--- src/pg_pkg.sv ---
// Constants shared by the power-good supervisor and its helpers.
// Assumes one 200 MHz clock and a 32-bit Avalon-MM register bus.
package pg_pkg;

  // ==========================================================================
  // Widths
  localparam int unsigned ADDR_W = 8;
  localparam int unsigned DATA_W = 32;
  localparam int unsigned RAIL_N = 6;
  localparam int unsigned VCODE_W = 7;
  localparam int unsigned EDGE_N = 5;

  // ==========================================================================
  // Register byte offsets
  localparam logic [ADDR_W-1:0] OFS_CTRL = 8'h00;
  localparam logic [ADDR_W-1:0] OFS_FAULT_MASK = 8'h04;
  localparam logic [ADDR_W-1:0] OFS_RAIL_EN = 8'h08;
  localparam logic [ADDR_W-1:0] OFS_DISCH = 8'h0C;
  localparam logic [ADDR_W-1:0] OFS_VCODE1 = 8'h10;
  localparam logic [ADDR_W-1:0] OFS_VCODE2 = 8'h14;
  localparam logic [ADDR_W-1:0] OFS_STATUS = 8'h18;

  // ==========================================================================
  // Field positions
  localparam int unsigned CTRL_SOFT_SHUTDOWN_BIT_BIT = 0;
  localparam int unsigned CTRL_ALWAYS_ON_BIT = 1;
  localparam int unsigned ST_RESUME_BIT = 0;
  localparam int unsigned ST_PLATFORM_BIT = 1;
  localparam int unsigned ST_THERM_ARMED_BIT = 2;
  localparam int unsigned ST_JOINED_BIT = 3;
  localparam int unsigned ST_FAULT_BIT = 4;
  localparam int unsigned ST_RAIL_FAULT_LSB = 8;
  localparam int unsigned ST_RAIL_GOOD_LSB = 16;

  // ==========================================================================
  // Values after reset or register clear
  localparam logic CTRL_ALWAYS_ON_RST = 1'b0;
  localparam logic [RAIL_N-1:0] FAULT_MASK_RST = 6'h00;
  localparam logic [RAIL_N-1:0] RAIL_EN_RST = 6'h00;
  localparam logic [RAIL_N-1:0] DISCH_RST = 6'h3F;
  localparam logic [VCODE_W-1:0] VCODE_RST = 7'h00;

  // ==========================================================================
  // Edge detector slots and their idle levels
  localparam int unsigned EDGE_CHIP_EN = 0;
  localparam int unsigned EDGE_THERM = 1;
  localparam int unsigned EDGE_IDLE = 2;
  localparam int unsigned EDGE_S3 = 3;
  localparam int unsigned EDGE_CRIT = 4;
  localparam logic [EDGE_N-1:0] EDGE_INIT = 5'h0E;

endpackage

--- src/pg_edge_detect.sv ---
// Registered edge detector for a group of level inputs.
// Assumes the inputs are already synchronous to i_clk.
`timescale 1ns/1ps
module pg_edge_detect #(
  parameter int unsigned W = 1,
  parameter logic [W-1:0] INIT = '0
) (
  // Clock and reset
  input wire logic i_clk,
  input wire logic i_reset,
  // Levels in, one-cycle pulses out
  input wire logic [W-1:0] i_level,
  output logic [W-1:0] o_rise,
  output logic [W-1:0] o_fall
);

  typedef struct packed {
    logic [W-1:0] prev_q;
  } edge_state_t;

  edge_state_t s_q;
  edge_state_t s_d;

  // ==========================================================================
  // Next state: remember last level
  always_comb begin
    s_d = s_q;
    s_d.prev_q = i_level;
  end

  // Reset to the idle levels so no false edge follows reset
  always_ff @(posedge i_clk) begin
    if (i_reset) begin
      s_q.prev_q <= INIT;
    end else begin
      s_q <= s_d;
    end
  end

  // Pulses
  assign o_rise = i_level & ~s_q.prev_q;
  assign o_fall = ~i_level & s_q.prev_q;

endmodule // pg_edge_detect

--- src/pg_avmm_slave.sv ---
// Avalon-MM slave front end: one wait state on every access.
// Assumes the master holds its request until waitrequest is low.
`timescale 1ns/1ps
module pg_avmm_slave (
  // Clock and reset
  input wire logic i_clk,
  input wire logic i_reset,
  // Avalon-MM slave
  input wire logic i_read,
  input wire logic i_write,
  output logic o_waitrequest,
  output logic [pg_pkg::DATA_W-1:0] o_readdata,
  // Core side
  input wire logic [pg_pkg::DATA_W-1:0] i_rd_value,
  output logic o_wr_stb
);

  typedef struct packed {
    logic ack_q;
    logic [pg_pkg::DATA_W-1:0] rdata_q;
  } bus_state_t;

  bus_state_t s_q;
  bus_state_t s_d;
  logic req;

  // ==========================================================================
  // First cycle of a request captures read data, second cycle releases it
  always_comb begin
    s_d = s_q;
    req = i_read | i_write;
    s_d.ack_q = req & ~s_q.ack_q;
    if (i_read && !s_q.ack_q) begin
      s_d.rdata_q = i_rd_value;
    end
  end

  always_ff @(posedge i_clk) begin
    if (i_reset) begin
      s_q <= '0;
    end else begin
      s_q <= s_d;
    end
  end

  // Handshake is combinational so the wait drops exactly one cycle late
  assign o_waitrequest = (i_read | i_write) & ~s_q.ack_q;
  assign o_readdata = s_q.rdata_q;
  assign o_wr_stb = i_write & s_q.ack_q;

endmodule // pg_avmm_slave

--- src/pg_supervisor.sv ---
// Power-good trees, register clear and rail control registers.
// Assumes all supervision inputs are synchronous to i_clk and that
// analog comparators deliver the undervoltage and supply-low levels.
// Outputs lag a lost qualifier by one cycle.
// Level clear causes repeat the clear.
//
// Overview of operation
// - Enabled rail disconnects its discharge resistor itself
// - Resume good needs supply, enable, thermal, rails 1/4/5
// - Platform ok adds both sleeps, rails 6/3/2
// - Any lost qualifier or unmasked fault drops outputs
// - Thermal trip ignored until resume good first asserted
// - Rail1 joins platform tree after first platform ok
// - Supply below reset threshold clears all registers
// - Enable falling clears registers unless LDO always-on
// - Thermal falling while resume good clears registers
// - Unmasked rail fault clears registers
// - Critical temperature shutdown clears registers
// - Writing soft shutdown bit clears registers
// - Idle or S3 sleep falling clears voltage codes
`timescale 1ns/1ps
module pg_supervisor (
  // Clock and reset
  input wire logic i_clk,
  input wire logic i_reset,
  // Avalon-MM slave
  input wire logic [pg_pkg::ADDR_W-1:0] i_avs_address,
  input wire logic i_avs_read,
  input wire logic i_avs_write,
  input wire logic [pg_pkg::DATA_W-1:0] i_avs_writedata,
  input wire logic [3:0] i_avs_byteenable,
  output logic o_avs_waitrequest,
  output logic [pg_pkg::DATA_W-1:0] o_avs_readdata,
  // Supply and chip-level inputs
  input wire logic i_input_undervoltage_ok,
  input wire logic i_system_supply_low,
  input wire logic i_chip_enable_in,
  input wire logic i_thermal_trip_n,
  input wire logic i_crit_temp,
  // Sleep-state inputs, active low
  input wire logic i_sleep_s4_n,
  input wire logic i_sleep_s3_n,
  input wire logic i_idle_sleep_n,
  // Per-rail status
  input wire logic i_rail1_good,
  input wire logic i_rail2_good,
  input wire logic i_rail3_good,
  input wire logic i_rail4_good,
  input wire logic i_rail5_good,
  input wire logic i_rail6_good,
  input wire logic [pg_pkg::RAIL_N-1:0] i_rail_fault,
  // Power-good outputs
  output logic o_resume_reset_good_n,
  output logic o_platform_power_ok,
  // Rail control outputs
  output logic [pg_pkg::RAIL_N-1:0] o_rail_enable,
  output logic [pg_pkg::RAIL_N-1:0] o_discharge_on,
  output logic [pg_pkg::VCODE_W-1:0] o_rail1_vcode,
  output logic [pg_pkg::VCODE_W-1:0] o_rail2_vcode,
  output logic o_register_clear
);

  // ==========================================================================
  // State
  typedef struct packed {
    // Software registers, plus the registered discharge outputs
    logic always_on;
    logic [pg_pkg::RAIL_N-1:0] fault_mask;
    logic [pg_pkg::RAIL_N-1:0] rail_en;
    logic [pg_pkg::RAIL_N-1:0] disch;
    logic [pg_pkg::RAIL_N-1:0] disch_on;
    logic [pg_pkg::VCODE_W-1:0] vcode1;
    logic [pg_pkg::VCODE_W-1:0] vcode2;
    // Flags
    logic therm_armed;
    logic rail1_joined;
    // Outputs
    logic resume_good;
    logic platform_ok;
    logic clear;
  } sup_state_t;

  sup_state_t s_q;
  sup_state_t s_d;

  // Edge detector
  logic [pg_pkg::EDGE_N-1:0] edge_level;
  logic [pg_pkg::EDGE_N-1:0] edge_rise;
  logic [pg_pkg::EDGE_N-1:0] edge_fall;

  // Discharge
  logic [pg_pkg::RAIL_N-1:0] disch_on_c;

  // Register bus
  logic [pg_pkg::DATA_W-1:0] rd_value;
  logic wr_stb;
  logic wr_lane0;

  // Tree terms
  logic fault_any;
  logic therm_hit;
  logic base_ok;
  logic resume_c;
  logic platform_c;

  // Clear terms
  logic soft_soft_shutdown_bit;
  logic clear_c;

  // ==========================================================================
  // Address decode, used by both the write and the read path
  function automatic logic reg_hit(input logic [pg_pkg::ADDR_W-1:0] addr,
                                   input logic [pg_pkg::ADDR_W-1:0] ofs);
    reg_hit = (addr == ofs);
  endfunction

  // ==========================================================================
  // Bus front end
  // One wait state per access
  pg_avmm_slave u_bus (
    .i_clk(i_clk),
    .i_reset(i_reset),
    .i_read(i_avs_read),
    .i_write(i_avs_write),
    .o_waitrequest(o_avs_waitrequest),
    .o_readdata(o_avs_readdata),
    .i_rd_value(rd_value),
    .o_wr_stb(wr_stb)
  );

  // Every writable field fits in byte lane 0, so only that lane gates writes
  assign wr_lane0 = wr_stb & i_avs_byteenable[0];

  // ==========================================================================
  // Edge detection on chip-level and sleep inputs
  assign edge_level[pg_pkg::EDGE_CHIP_EN] = i_chip_enable_in;
  assign edge_level[pg_pkg::EDGE_THERM] = i_thermal_trip_n;
  assign edge_level[pg_pkg::EDGE_IDLE] = i_idle_sleep_n;
  assign edge_level[pg_pkg::EDGE_S3] = i_sleep_s3_n;
  assign edge_level[pg_pkg::EDGE_CRIT] = i_crit_temp;

  // Idle levels, no false edge after reset
  pg_edge_detect #(
    .W(pg_pkg::EDGE_N),
    .INIT(pg_pkg::EDGE_INIT)
  ) u_edges (
    .i_clk(i_clk),
    .i_reset(i_reset),
    .i_level(edge_level),
    .o_rise(edge_rise),
    .o_fall(edge_fall)
  );

  // ==========================================================================
  // Discharge control: an enabled rail keeps its resistor on one cycle at most
  // Registered, no glitch on a write
  genvar gi;
  generate
    for (gi = 0; gi < pg_pkg::RAIL_N; gi++) begin : g_disch
      assign disch_on_c[gi] = s_q.disch[gi] & ~s_q.rail_en[gi];
    end
  endgenerate

  // ==========================================================================
  // Power-good trees; a registered stage keeps the outputs glitch free,
  // at the cost of one cycle of latency on deassertion
  always_comb begin
    // Masked faults ignored
    fault_any = (|(i_rail_fault & ~s_q.fault_mask)) | i_crit_temp;
    // Trip counts once armed
    therm_hit = s_q.therm_armed & ~i_thermal_trip_n;

    // Shared by both trees
    base_ok = i_input_undervoltage_ok & i_chip_enable_in & ~therm_hit & ~fault_any;
    resume_c = base_ok & i_rail1_good & i_rail4_good & i_rail5_good;

    // Rail1 once joined
    platform_c = base_ok & i_rail4_good & i_rail5_good
               & i_sleep_s4_n & i_sleep_s3_n
               & i_rail6_good & i_rail3_good & i_rail2_good
               & (~s_q.rail1_joined | i_rail1_good);
  end

  // ==========================================================================
  // Register clear causes, merged into one registered pulse
  always_comb begin
    soft_soft_shutdown_bit = wr_lane0 & reg_hit(i_avs_address, pg_pkg::OFS_CTRL)
              & i_avs_writedata[pg_pkg::CTRL_SOFT_SHUTDOWN_BIT_BIT];

    // Level causes repeat
    clear_c = i_system_supply_low
            | (edge_fall[pg_pkg::EDGE_CHIP_EN] & ~s_q.always_on)
            | (edge_fall[pg_pkg::EDGE_THERM] & s_q.resume_good)
            | (|(i_rail_fault & ~s_q.fault_mask))
            | edge_rise[pg_pkg::EDGE_CRIT]
            | soft_soft_shutdown_bit;
  end

  // ==========================================================================
  // Next state
  always_comb begin
    s_d = s_q;

    // Registered trees
    s_d.clear = clear_c;
    s_d.disch_on = disch_on_c;
    s_d.resume_good = resume_c;
    s_d.platform_ok = platform_c;

    // Thermal trip starts counting once resume good has been seen
    // Only a clear disarms it
    if (s_q.resume_good) begin
      s_d.therm_armed = 1'b1;
    end

    // Rail1 leaves the platform tree on every enable rise until rejoined
    // Enable rise never meets platform ok
    if (edge_rise[pg_pkg::EDGE_CHIP_EN]) begin
      s_d.rail1_joined = 1'b0;
    end else if (s_q.platform_ok) begin
      s_d.rail1_joined = 1'b1;
    end

    // Software writes
    if (wr_lane0) begin
      if (reg_hit(i_avs_address, pg_pkg::OFS_CTRL)) begin
        s_d.always_on = i_avs_writedata[pg_pkg::CTRL_ALWAYS_ON_BIT];
      end

      if (reg_hit(i_avs_address, pg_pkg::OFS_FAULT_MASK)) begin
        s_d.fault_mask = i_avs_writedata[pg_pkg::RAIL_N-1:0];
      end

      if (reg_hit(i_avs_address, pg_pkg::OFS_RAIL_EN)) begin
        s_d.rail_en = i_avs_writedata[pg_pkg::RAIL_N-1:0];
      end

      if (reg_hit(i_avs_address, pg_pkg::OFS_DISCH)) begin
        s_d.disch = i_avs_writedata[pg_pkg::RAIL_N-1:0];
      end

      if (reg_hit(i_avs_address, pg_pkg::OFS_VCODE1)) begin
        s_d.vcode1 = i_avs_writedata[pg_pkg::VCODE_W-1:0];
      end

      if (reg_hit(i_avs_address, pg_pkg::OFS_VCODE2)) begin
        s_d.vcode2 = i_avs_writedata[pg_pkg::VCODE_W-1:0];
      end
    end

    // Sleep entry drops the scaled-rail codes; beats a write in the same cycle
    if (edge_fall[pg_pkg::EDGE_IDLE] || edge_fall[pg_pkg::EDGE_S3]) begin
      s_d.vcode1 = pg_pkg::VCODE_RST;
      s_d.vcode2 = pg_pkg::VCODE_RST;
    end

    // Global clear wins over everything; every software register and flag sees it together
    if (s_q.clear) begin
      s_d.always_on = pg_pkg::CTRL_ALWAYS_ON_RST;
      s_d.fault_mask = pg_pkg::FAULT_MASK_RST;
      s_d.rail_en = pg_pkg::RAIL_EN_RST;
      s_d.disch = pg_pkg::DISCH_RST;
      s_d.vcode1 = pg_pkg::VCODE_RST;
      s_d.vcode2 = pg_pkg::VCODE_RST;

      // Flags restart
      s_d.therm_armed = 1'b0;
      s_d.rail1_joined = 1'b0;
    end
  end

  // ==========================================================================
  // State register
  // Same values as the clear
  always_ff @(posedge i_clk) begin
    if (i_reset) begin
      s_q.always_on <= pg_pkg::CTRL_ALWAYS_ON_RST;
      s_q.fault_mask <= pg_pkg::FAULT_MASK_RST;
      s_q.rail_en <= pg_pkg::RAIL_EN_RST;
      s_q.disch <= pg_pkg::DISCH_RST;
      s_q.disch_on <= pg_pkg::DISCH_RST;
      s_q.vcode1 <= pg_pkg::VCODE_RST;
      s_q.vcode2 <= pg_pkg::VCODE_RST;

      // Flags and outputs
      s_q.therm_armed <= 1'b0;
      s_q.rail1_joined <= 1'b0;
      s_q.resume_good <= 1'b0;
      s_q.platform_ok <= 1'b0;
      s_q.clear <= 1'b0;
    end else begin
      s_q <= s_d;
    end
  end

  // ==========================================================================
  // Read mux; soft shutdown reads back as zero since it acts once
  always_comb begin
    rd_value = '0;
    // Unmapped reads give zero
    if (reg_hit(i_avs_address, pg_pkg::OFS_CTRL)) begin
      rd_value[pg_pkg::CTRL_ALWAYS_ON_BIT] = s_q.always_on;
    end else if (reg_hit(i_avs_address, pg_pkg::OFS_FAULT_MASK)) begin
      rd_value[pg_pkg::RAIL_N-1:0] = s_q.fault_mask;
    end else if (reg_hit(i_avs_address, pg_pkg::OFS_RAIL_EN)) begin
      rd_value[pg_pkg::RAIL_N-1:0] = s_q.rail_en;
    end else if (reg_hit(i_avs_address, pg_pkg::OFS_DISCH)) begin
      rd_value[pg_pkg::RAIL_N-1:0] = s_q.disch;
    end else if (reg_hit(i_avs_address, pg_pkg::OFS_VCODE1)) begin
      rd_value[pg_pkg::VCODE_W-1:0] = s_q.vcode1;
    end else if (reg_hit(i_avs_address, pg_pkg::OFS_VCODE2)) begin
      rd_value[pg_pkg::VCODE_W-1:0] = s_q.vcode2;
    end else if (reg_hit(i_avs_address, pg_pkg::OFS_STATUS)) begin
      // Registered flags, then live fault and rail inputs
      rd_value[pg_pkg::ST_RESUME_BIT] = s_q.resume_good;
      rd_value[pg_pkg::ST_PLATFORM_BIT] = s_q.platform_ok;
      rd_value[pg_pkg::ST_THERM_ARMED_BIT] = s_q.therm_armed;
      rd_value[pg_pkg::ST_JOINED_BIT] = s_q.rail1_joined;
      rd_value[pg_pkg::ST_FAULT_BIT] = fault_any;
      rd_value[pg_pkg::ST_RAIL_FAULT_LSB +: pg_pkg::RAIL_N] = i_rail_fault;
      rd_value[pg_pkg::ST_RAIL_GOOD_LSB +: pg_pkg::RAIL_N] =
        {i_rail6_good, i_rail5_good, i_rail4_good,
         i_rail3_good, i_rail2_good, i_rail1_good};
    end
  end

  // ==========================================================================
  // Outputs, all from flip-flops
  assign o_resume_reset_good_n = s_q.resume_good;
  assign o_platform_power_ok = s_q.platform_ok;

  // Rail control
  assign o_rail_enable = s_q.rail_en;
  assign o_discharge_on = s_q.disch_on;
  assign o_rail1_vcode = s_q.vcode1;
  assign o_rail2_vcode = s_q.vcode2;

  // Clear pulse
  assign o_register_clear = s_q.clear;

endmodule // pg_supervisor

--- config.mk ---
export PLATFORM = sky130hd
export DESIGN_NAME = pg_supervisor
export DESIGN_NICKNAME = d
export VERILOG_FILES = /design/src/pg_pkg.sv /design/src/pg_edge_detect.sv /design/src/pg_avmm_slave.sv /design/src/pg_supervisor.sv
export SDC_FILE = /design/constraint.sdc
export NUM_CORES = 1
export LEC_CHECK = 0
export ABC_AREA = 1
export BUFFER_PORTS_ARGS = -buffer_cell sky130_fd_sc_hd__buf_2
export CORE_MARGIN = 2
export CORE_UTILIZATION = 49
export CTS_CLUSTER_DIAMETER = 40
export DETAILED_ROUTE_END_ITERATION = 10
export PLACE_DENSITY = 0.8
export SLEW_MARGIN = 20
export SYNTH_ARGS = -nofsm -noshare
export SYNTH_HDL_FRONTEND = slang
export SYNTH_SLANG_ARGS = --single-unit
--- constraint.sdc ---
create_clock -name i_clk -period 3 [get_ports i_clk]
set_clock_uncertainty 0.15 [all_clocks]
set_input_delay 0.15 -clock i_clk [delete_from_list [all_inputs] [get_ports i_clk]]
set_output_delay 0.15 -clock i_clk [all_outputs]
set_load 0.1 [all_outputs]
==> summary.md, run 1 <==
| Metric | Value |
|---|---|
| Post-DRT Antenna Nets | `0` |
| IO Port Bufs | `88` |
| Clk slew on worst S/H paths | `around 0.070 ns` |
| CTS max path bufs | `2` |
| Crit path time final | `2.142 ns` |
| Endpoints failing hold | `0` |
| Yosys warnings | `0` |
| Pint | `~1.5 mW` |
| Post-route cell area | `0.004006 mm^2` |
| Routability congestion estimate | `0.8743` |
| Final period util | `0.7141` |
| Max Slew Vio Count | `0` |
| Power share of the sequential group | `0.464` |
| Total number of vias | `3,086` |
| H-tree levels | `3` |
| Die X | `slightly below 90 um` |
| Wire length per cell | `13.92 um` |
| Power share of the clock group | `0.422` |
| Setup WS post-layout | `between 0.8 and 0.9 ns` |
| Crit-path cells | `dlygate4sd3_1, buf_2, nand2_1, dlygate4sd3_1, a2111oi_0, dlygate4sd3_1` |
| Area growth, synth to finish | `17.85%` |
| Layout cells sized above 1 | `0.2706` |
| Critical Path Source Type | `input port` |
| # nets final | `584` |
| WL met2 | `4159 um` |
| Worst path top cell family by delay | `buffers and inverters` |
| Starting Density | `0.5031` |
| Max-cap violations | `0` |
| Iter 0 DRT Violations | `292` |
| Crit Path Class | `in2reg` |
| Comb pwr share | `0.115` |
| Met3 routed WL | `509 um` |
| GRT overflow | `0` |
| Die height | `a little under 90 um` |
| Largest net degree at the start of global routing | `28` |
| Clk_lat worst skew | `about 0.35 ns` |
| Register area | `0.001381 mm^2` |
| FMAX | `466.8 MHz` |
| Setup WS pre-CTS | `1.107 ns` |
| CP required | `3.14 ns` |
| Status | `complete, no violations` |
| Lkg Pwr | `1.767 nW` |
| Clock Root Buffer | `clkbuf_8` |
| # rows | `30` |
| CP max-delay cell | `dlygate4sd3_1` |
| Psw | `0.5227 mW` |
| First-pass GRT wire length | `13,290 um` |
| Delay of the slowest critical-path stage | `0.59 ns` |
| Syn avg cell area | `7.639 um^2` |
| Multi-input gate area | `0.001406 mm^2` |
| Synthesized cell area | `0.003400 mm^2` |
| CP endpoint kind | `flip-flop` |
| RSZ-0062 raised after global routing | `false` |
| Setup TNS | `0 ns` |
| Core region area | `0.006756 mm^2` |
| Crit path top cell by count | `dlygate4sd3_1` |
| Total track usage | `0.2254` |
| DRT Pass-1 Iters | `5` |
| Arrival time worst endpoint | `2.28 ns` |
| DRC errors left | `0` |
| Sw Ratio | `0.2622` |
| Fill count | `around 590` |
| Routed wire length | `8363 um` |
| Via density | `about 5.1` |
| Hold Path Class | `in2reg` |
| CTS tree | `built` |
| Setup bufs post-CTS | `0` |
| Worst hold stages | `5` |
| Critical Path Stages | `6` |
| Clock Sinks | `69` |
| Initial antenna violation count | `0` |
| Vias in the first global route | `2,837` |
| Total die area | `0.007620 mm^2` |
| Yosys reg bits | `~70` |
| Total Power | `1.993 mW` |
| Pwr/cell area | `497.6 mW/mm^2` |
| Crit path buffers/inverters | `4` |
| Worst-margin pin slew | `0.5810 ns` |
| Slew HR | `0.6122` |
| Distinct cell type count after synthesis | `32` |
| Setup Viol. Count Final | `0` |
| Placed Area | `0.003492 mm^2` |
| Post-Route M1 WL | `around 3500 um` |
| Worst hold slack | `0.1035 ns` |
| Post-Syn Instances | `445` |
| Post-synthesis sequential area ratio | `0.4063` |
| Top Ports | `130` |
| Cts bufs inserted | `9` |
| Largest fanout on the critical path | `2` |
| Highest layer used for signal routing | `met4` |
| Worst r2r path cells | `7` |
| Antenna cells | `0` |
| Maximum VDD drop | `approximately 0.32 mV` |
| Final HPWL from detailed placement | `between 5000 and 6000 um` |
## worst paths after layout
path	start	endpoint	slack, ns
worst max register to register	s_q[40]	o_platform_power_ok	1.05
worst min-delay path	i_input_undervoltage_ok	o_resume_reset_good_n	0.10
worst max-delay path	i_rail2_good	o_platform_power_ok	0.86
worst min register to register	u_bus.o_readdata[21]	u_bus.o_readdata[21]	0.31
## power groups by stage
stage / Sequential (mW) / Clock [mW] / Combinational, mW
after global routing: 0.924 / 0.887 / 0.242
after detailed placement: 0.945 / 0 / 0.198
after floorplan: 0.950 / 0 / 0.154
after CTS: 0.924 / 0.852 / 0.227
after global placement: 0.945 / 0 / 0.196
final: 0.924 / 0.841 / 0.229
## synthesized netlist by cell type
cell | count | area, um^2
a21oi_1 | 48 | 240.2
nand2_1 | 84 | 315.3
nor4_1 | 1 | 6.260
nor2_1 | 37 | 138.9
conb_1 | 1 | 3.750
nand3_2 | 2 | 20.02
buf_4 | 60 | 450.4
nor3b_1 | 1 | 7.510
nand3_1 | 20 | 100.1
a211oi_2 | 4 | 50.05
o21ai_1 | 3 | 15.01
a211oi_1 | 2 | 15.01
inv_1 | 32 | 120.1
inv_4 | 1 | 6.260
clkbuf_1 | 5 | 18.77
a41oi_1 | 1 | 8.760
nand4_1 | 6 | 37.54
nand2_2 | 5 | 31.28
inv_2 | 8 | 30.03
a2111oi_0 | 1 | 8.760
o211ai_1 | 6 | 45.04
or2_2 | 1 | 6.260
buf_2 | 4 | 20.02
nor2_4 | 9 | 101.4
nor2_2 | 3 | 18.77
nor2_8 | 2 | 40.04
nand2_4 | 1 | 11.26
o21ai_0 | 22 | 110.1
buf_6 | 1 | 11.26
nor3_1 | 4 | 20.02
dfxtp_1 | 69 | 1381
a221o_1 | 1 | 10.01
## per-stage QoR
stage          instances  utilization
6_report             601       0.5930
4_1_cts              601       0.5930
3_5_place_dp         556       0.5169
5_1_grt              601       0.5930
2_1_floorplan        457            -
3_3_place_gp         556       0.5169
## worst register-to-register path, cell delays in order, from the launching register on
cell and delay (ns):
dfxtp_1 0.33, inv_1 0.07, nand2_1 0.06, nand2_1 0.04
nor2_1 0.18, nand4_1 0.18, a2111oi_0 0.29, dlygate4sd3_1 0.59
## cell usage in the layout (no fill, tap or decap), types with 3 or more instances in the layout
cell / count
conb_1: 13
nor2_2: 3
buf_2: 88
clkbuf_8: 10
nor2_1: 37
nor3_1: 4
dlygate4sd3_1: 29
a211oi_2: 4
nor2_4: 9
nand2_1: 84
nand2_2: 5
nand4_1: 6
inv_2: 8
o21ai_0: 22
o21ai_1: 3
nand3_1: 20
dfxtp_1: 69
a21oi_1: 48
inv_1: 32
o211ai_1: 6
## layout make-up
cell class	count	area share
multi-input combinational	277	0.3510
sequential	69	0.3448
timing repair buffer	118	0.1843
inverter	41	0.03904
clock buffer	10	0.03435
tap	80	0.02498
clock inverter	6	0.02155
## layer usage
metal  up-vias  GRT usage
met5         -          0
met3        19    0.05118
li1       1515          -
met2       121     0.3698
met1      1431     0.2786
met4         0     0.1077
## cell families after synthesis
logic type | after synthesis | synth area share
simple gates | 176 | 0.2514
buf+inv | 111 | 0.1932
flops | 69 | 0.4063
other cells | 1 | 0.001103
compound gates | 88 | 0.1480
## sequential cells by signal, indices dropped and copies added (netlist names)
| signal | flops |
|---|---|
| u_bus.o_readdata | 19 |
| s_q | 15 |
| o_rail1_vcode | 7 |
| o_rail2_vcode | 7 |
| o_discharge_on | 6 |
| o_rail_enable | 6 |
| u_edges.s_q | 5 |
| o_platform_power_ok | 1 |
| o_register_clear | 1 |
| o_resume_reset_good_n | 1 |
| u_bus.s_q | 1 |
## repair_timing
item                                    4_1_cts  5_1_grt
endpoints found under the hold margin        39        0
hold buffers                                 29        0
resized for setup                             0        0
endpoints found under the setup margin        0        0
(Power assumes the default switching activity.)
==> run 2, diff against run 1 <==
==> constraint.sdc (replaced) <==
create_clock -name i_clk -period 2.1 [get_ports i_clk]
set_clock_uncertainty 0.15 [all_clocks]
set_input_delay 0.105 -clock i_clk [delete_from_list [all_inputs] [get_ports i_clk]]
set_output_delay 0.105 -clock i_clk [all_outputs]
set_load 0.1 [all_outputs]
==> run 2 against run 1 <==
Net effect: register-to-register slack worse by 0.92 ns; sequential share of layout area down 0.14 points; clock power up 27%; via count increased by 4.5%; largest power group unchanged.
==> summary.md, run 2 (synthesis results as in run 1) <==
| Metric | Value |
|---|---|
| Status | `complete, no violations` |
| Die height | `87.30 um` |
| Largest net degree at the start of global routing | `23` |
| Clk slew on worst S/H paths | `0.07 ns` |
| Psw | `approximately 0.75 mW` |
| Pwr/cell area | `678.9 mW/mm^2` |
| First-pass GRT wire length | `13,320 um` |
| Largest fanout on the critical path | `4` |
| Maximum VDD drop | `0.4175 mV` |
| Pint | `1.983 mW` |
| Core region area | `0.006756 mm^2` |
| Crit path time final | `1.985 ns` |
| Top Ports | `130` |
| Iter 0 DRT Violations | `308` |
| Endpoints failing hold | `0` |
| Met2 track demand over resource | `0.3747` |
| CP required | `2.19 ns` |
| Final period util | `0.9453` |
| Gr busiest metal | `met2` |
| # rows | `30` |
| Crit path buffers/inverters | `4` |
| Lkg Pwr | `about 1.8 nW` |
| Wire length per cell | `14.22 um` |
| Total track usage | `0.2258` |
| Highest-count cells in the layout ignoring fill and taps | `88 x buf_2, 84 x nand2_1, 69 x dfxtp_1` |
| Max Slew Vio Count | `0` |
| Worst path top cell family by delay | `buffers and inverters` |
| Vias in the first global route | `2,886` |
| DRT Pass-1 Iters | `5` |
| CTS max path bufs | `2` |
| Core Util, Final | `0.5954` |
| Crit-path cells | `dlygate4sd3_1, buf_2, inv_1, nor2_1, nor4_1, a41oi_1, dlygate4sd3_1` |
| Max FFs per register | `19` |
| Worst hold slack | `roughly 0.039 ns` |
| Crit path top cell by count | `dlygate4sd3_1` |
| Cts bufs inserted | `9` |
| Total die area | `0.007620 mm^2` |
| # nets final | `589` |
| CP endpoint kind | `flip-flop` |
| Die X | `87.30 um` |
| Power share of the sequential group | `0.484` |
| CTS tree | `built` |
| Setup Viol. Count Final | `0` |
| FMAX | `between 500 and 600 MHz` |
| Met1 Use GR | `0.2785` |
| Total number of vias | `3,226` |
| Area growth, synth to finish | `18.33%` |
| Clk_lat worst skew | `roughly 0.35 ns` |
| H-tree levels | `3` |
| RSZ-0062 raised after global routing | `false` |
| Via density | `between 5 and 6` |
| Max-cap violations | `0` |
| Clock Root Buffer | `clkbuf_8` |
| CP max-delay cell | `dlygate4sd3_1` |
| Clock Sinks | `69` |
| Hold Path Class | `in2reg` |
| Routed wire length | `8615 um` |
| Post-DRT Antenna Nets | `0` |
| GR Util met3 | `0.04265` |
| Crit Path Class | `in2reg` |
| Delay of the slowest critical-path stage | `0.59 ns` |
| IO Port Bufs | `88` |
| GRT overflow | `0` |
| Power share of the clock group | `0.393` |
| Critical Path Source Type | `input port` |
| Placed Area | `around 0.0035 mm^2` |
| Comb pwr share | `0.124` |
| Initial antenna violation count | `0` |
| Most common cell after layout, fill and taps aside | `buf_2` |
| DRC errors left | `0` |
| Post-route cell area | `between 0.004 and 0.005 mm^2` |
| Arrival time worst endpoint | `2.08 ns` |
| Worst-margin pin slew | `0.5768 ns` |
| Antenna cells | `0` |
| Sw Ratio | `0.2740` |
| Slew HR | `0.6151` |
| Layout cells sized above 1 | `0.2719` |
| Setup TNS | `0 ns` |
| Routability congestion estimate | `0.8830` |
| Starting Density | `0.5031` |
| Setup bufs post-CTS | `0` |
| Final HPWL from detailed placement | `5879 um` |
[run 2: cell types whose count changed in the layout (fill, tap and decap cells not counted), sizes merged]
cell / change
inv: -1
buf: +2
dlygate4sd3: +3
clkinv: +1
clkbuf: +1
bufinv: -1
[run 2: area by class of cell]
class	instances	area (um^2)
clock inverter	5	50.05
multi-input combinational	277	1406
clock buffer	11	141.4
tap	80	100.1
fill	588	2734
timing repair buffer	123	783.3
sequential	69	1381
inverter	41	160.2
[run 2: repair_timing]
item / 4_1_cts / 5_1_grt
hold endpoints to repair: 55 / 0
endpoints found under the setup margin: 0 / 1
resized for setup: 0 / 1
hold buffers: 32 / 0
[run 2: path summary, 6_finish.rpt]
path / slack, ns / depth (start not counted) / endpoint / from
setup reg to reg: 0.13 / 5 / o_register_clear / u_bus.s_q[32]
setup / recovery: 0.11 / 7 / o_register_clear / i_crit_temp
hold / removal: 0.04 / 5 / o_resume_reset_good_n / i_input_undervoltage_ok
hold reg to reg: 0.31 / 2 / u_bus.o_readdata[5] / u_bus.o_readdata[5]
[run 2: stage by stage]
stage	cells	power [mW]	setup WS [ns]
floorplan	457	1.577	0.2539
global placement	558	1.633	0.4866
detailed placement	558	1.636	0.4278
CTS	606	2.728	0.1011
global route	606	2.801	0.04322
finish	606	2.731	0.1148
[run 2: routing by layer]
layer / vias up / share of wire / wire (um)
li1: 1519 / - / -
met2: 173 / 0.50 / 4267
met1: 1505 / 0.39 / 3335
met4: 0 / 0.033 / 287
met5: - / 0 / 0
met3: 29 / 0.084 / 725
[run 2: power groups by stage]
stage          logic, mW  registers (mW)  clock network (mW)
2_1_floorplan      0.220            1.36                   0
3_3_place_gp       0.282            1.35                   0
3_5_place_dp       0.285            1.35                   0
4_1_cts            0.330            1.32                1.08
5_1_grt            0.357            1.32                1.12
6_report           0.338            1.32                1.07
[run 2: worst register-to-register path, cell delays in order, from the launching register on]
cell and delay [ns]:
dfxtp_1 0.39, nand3_2 0.28, nor2_1 0.22, nand2_1 0.08
a41oi_1 0.23, dlygate4sd3_1 0.57
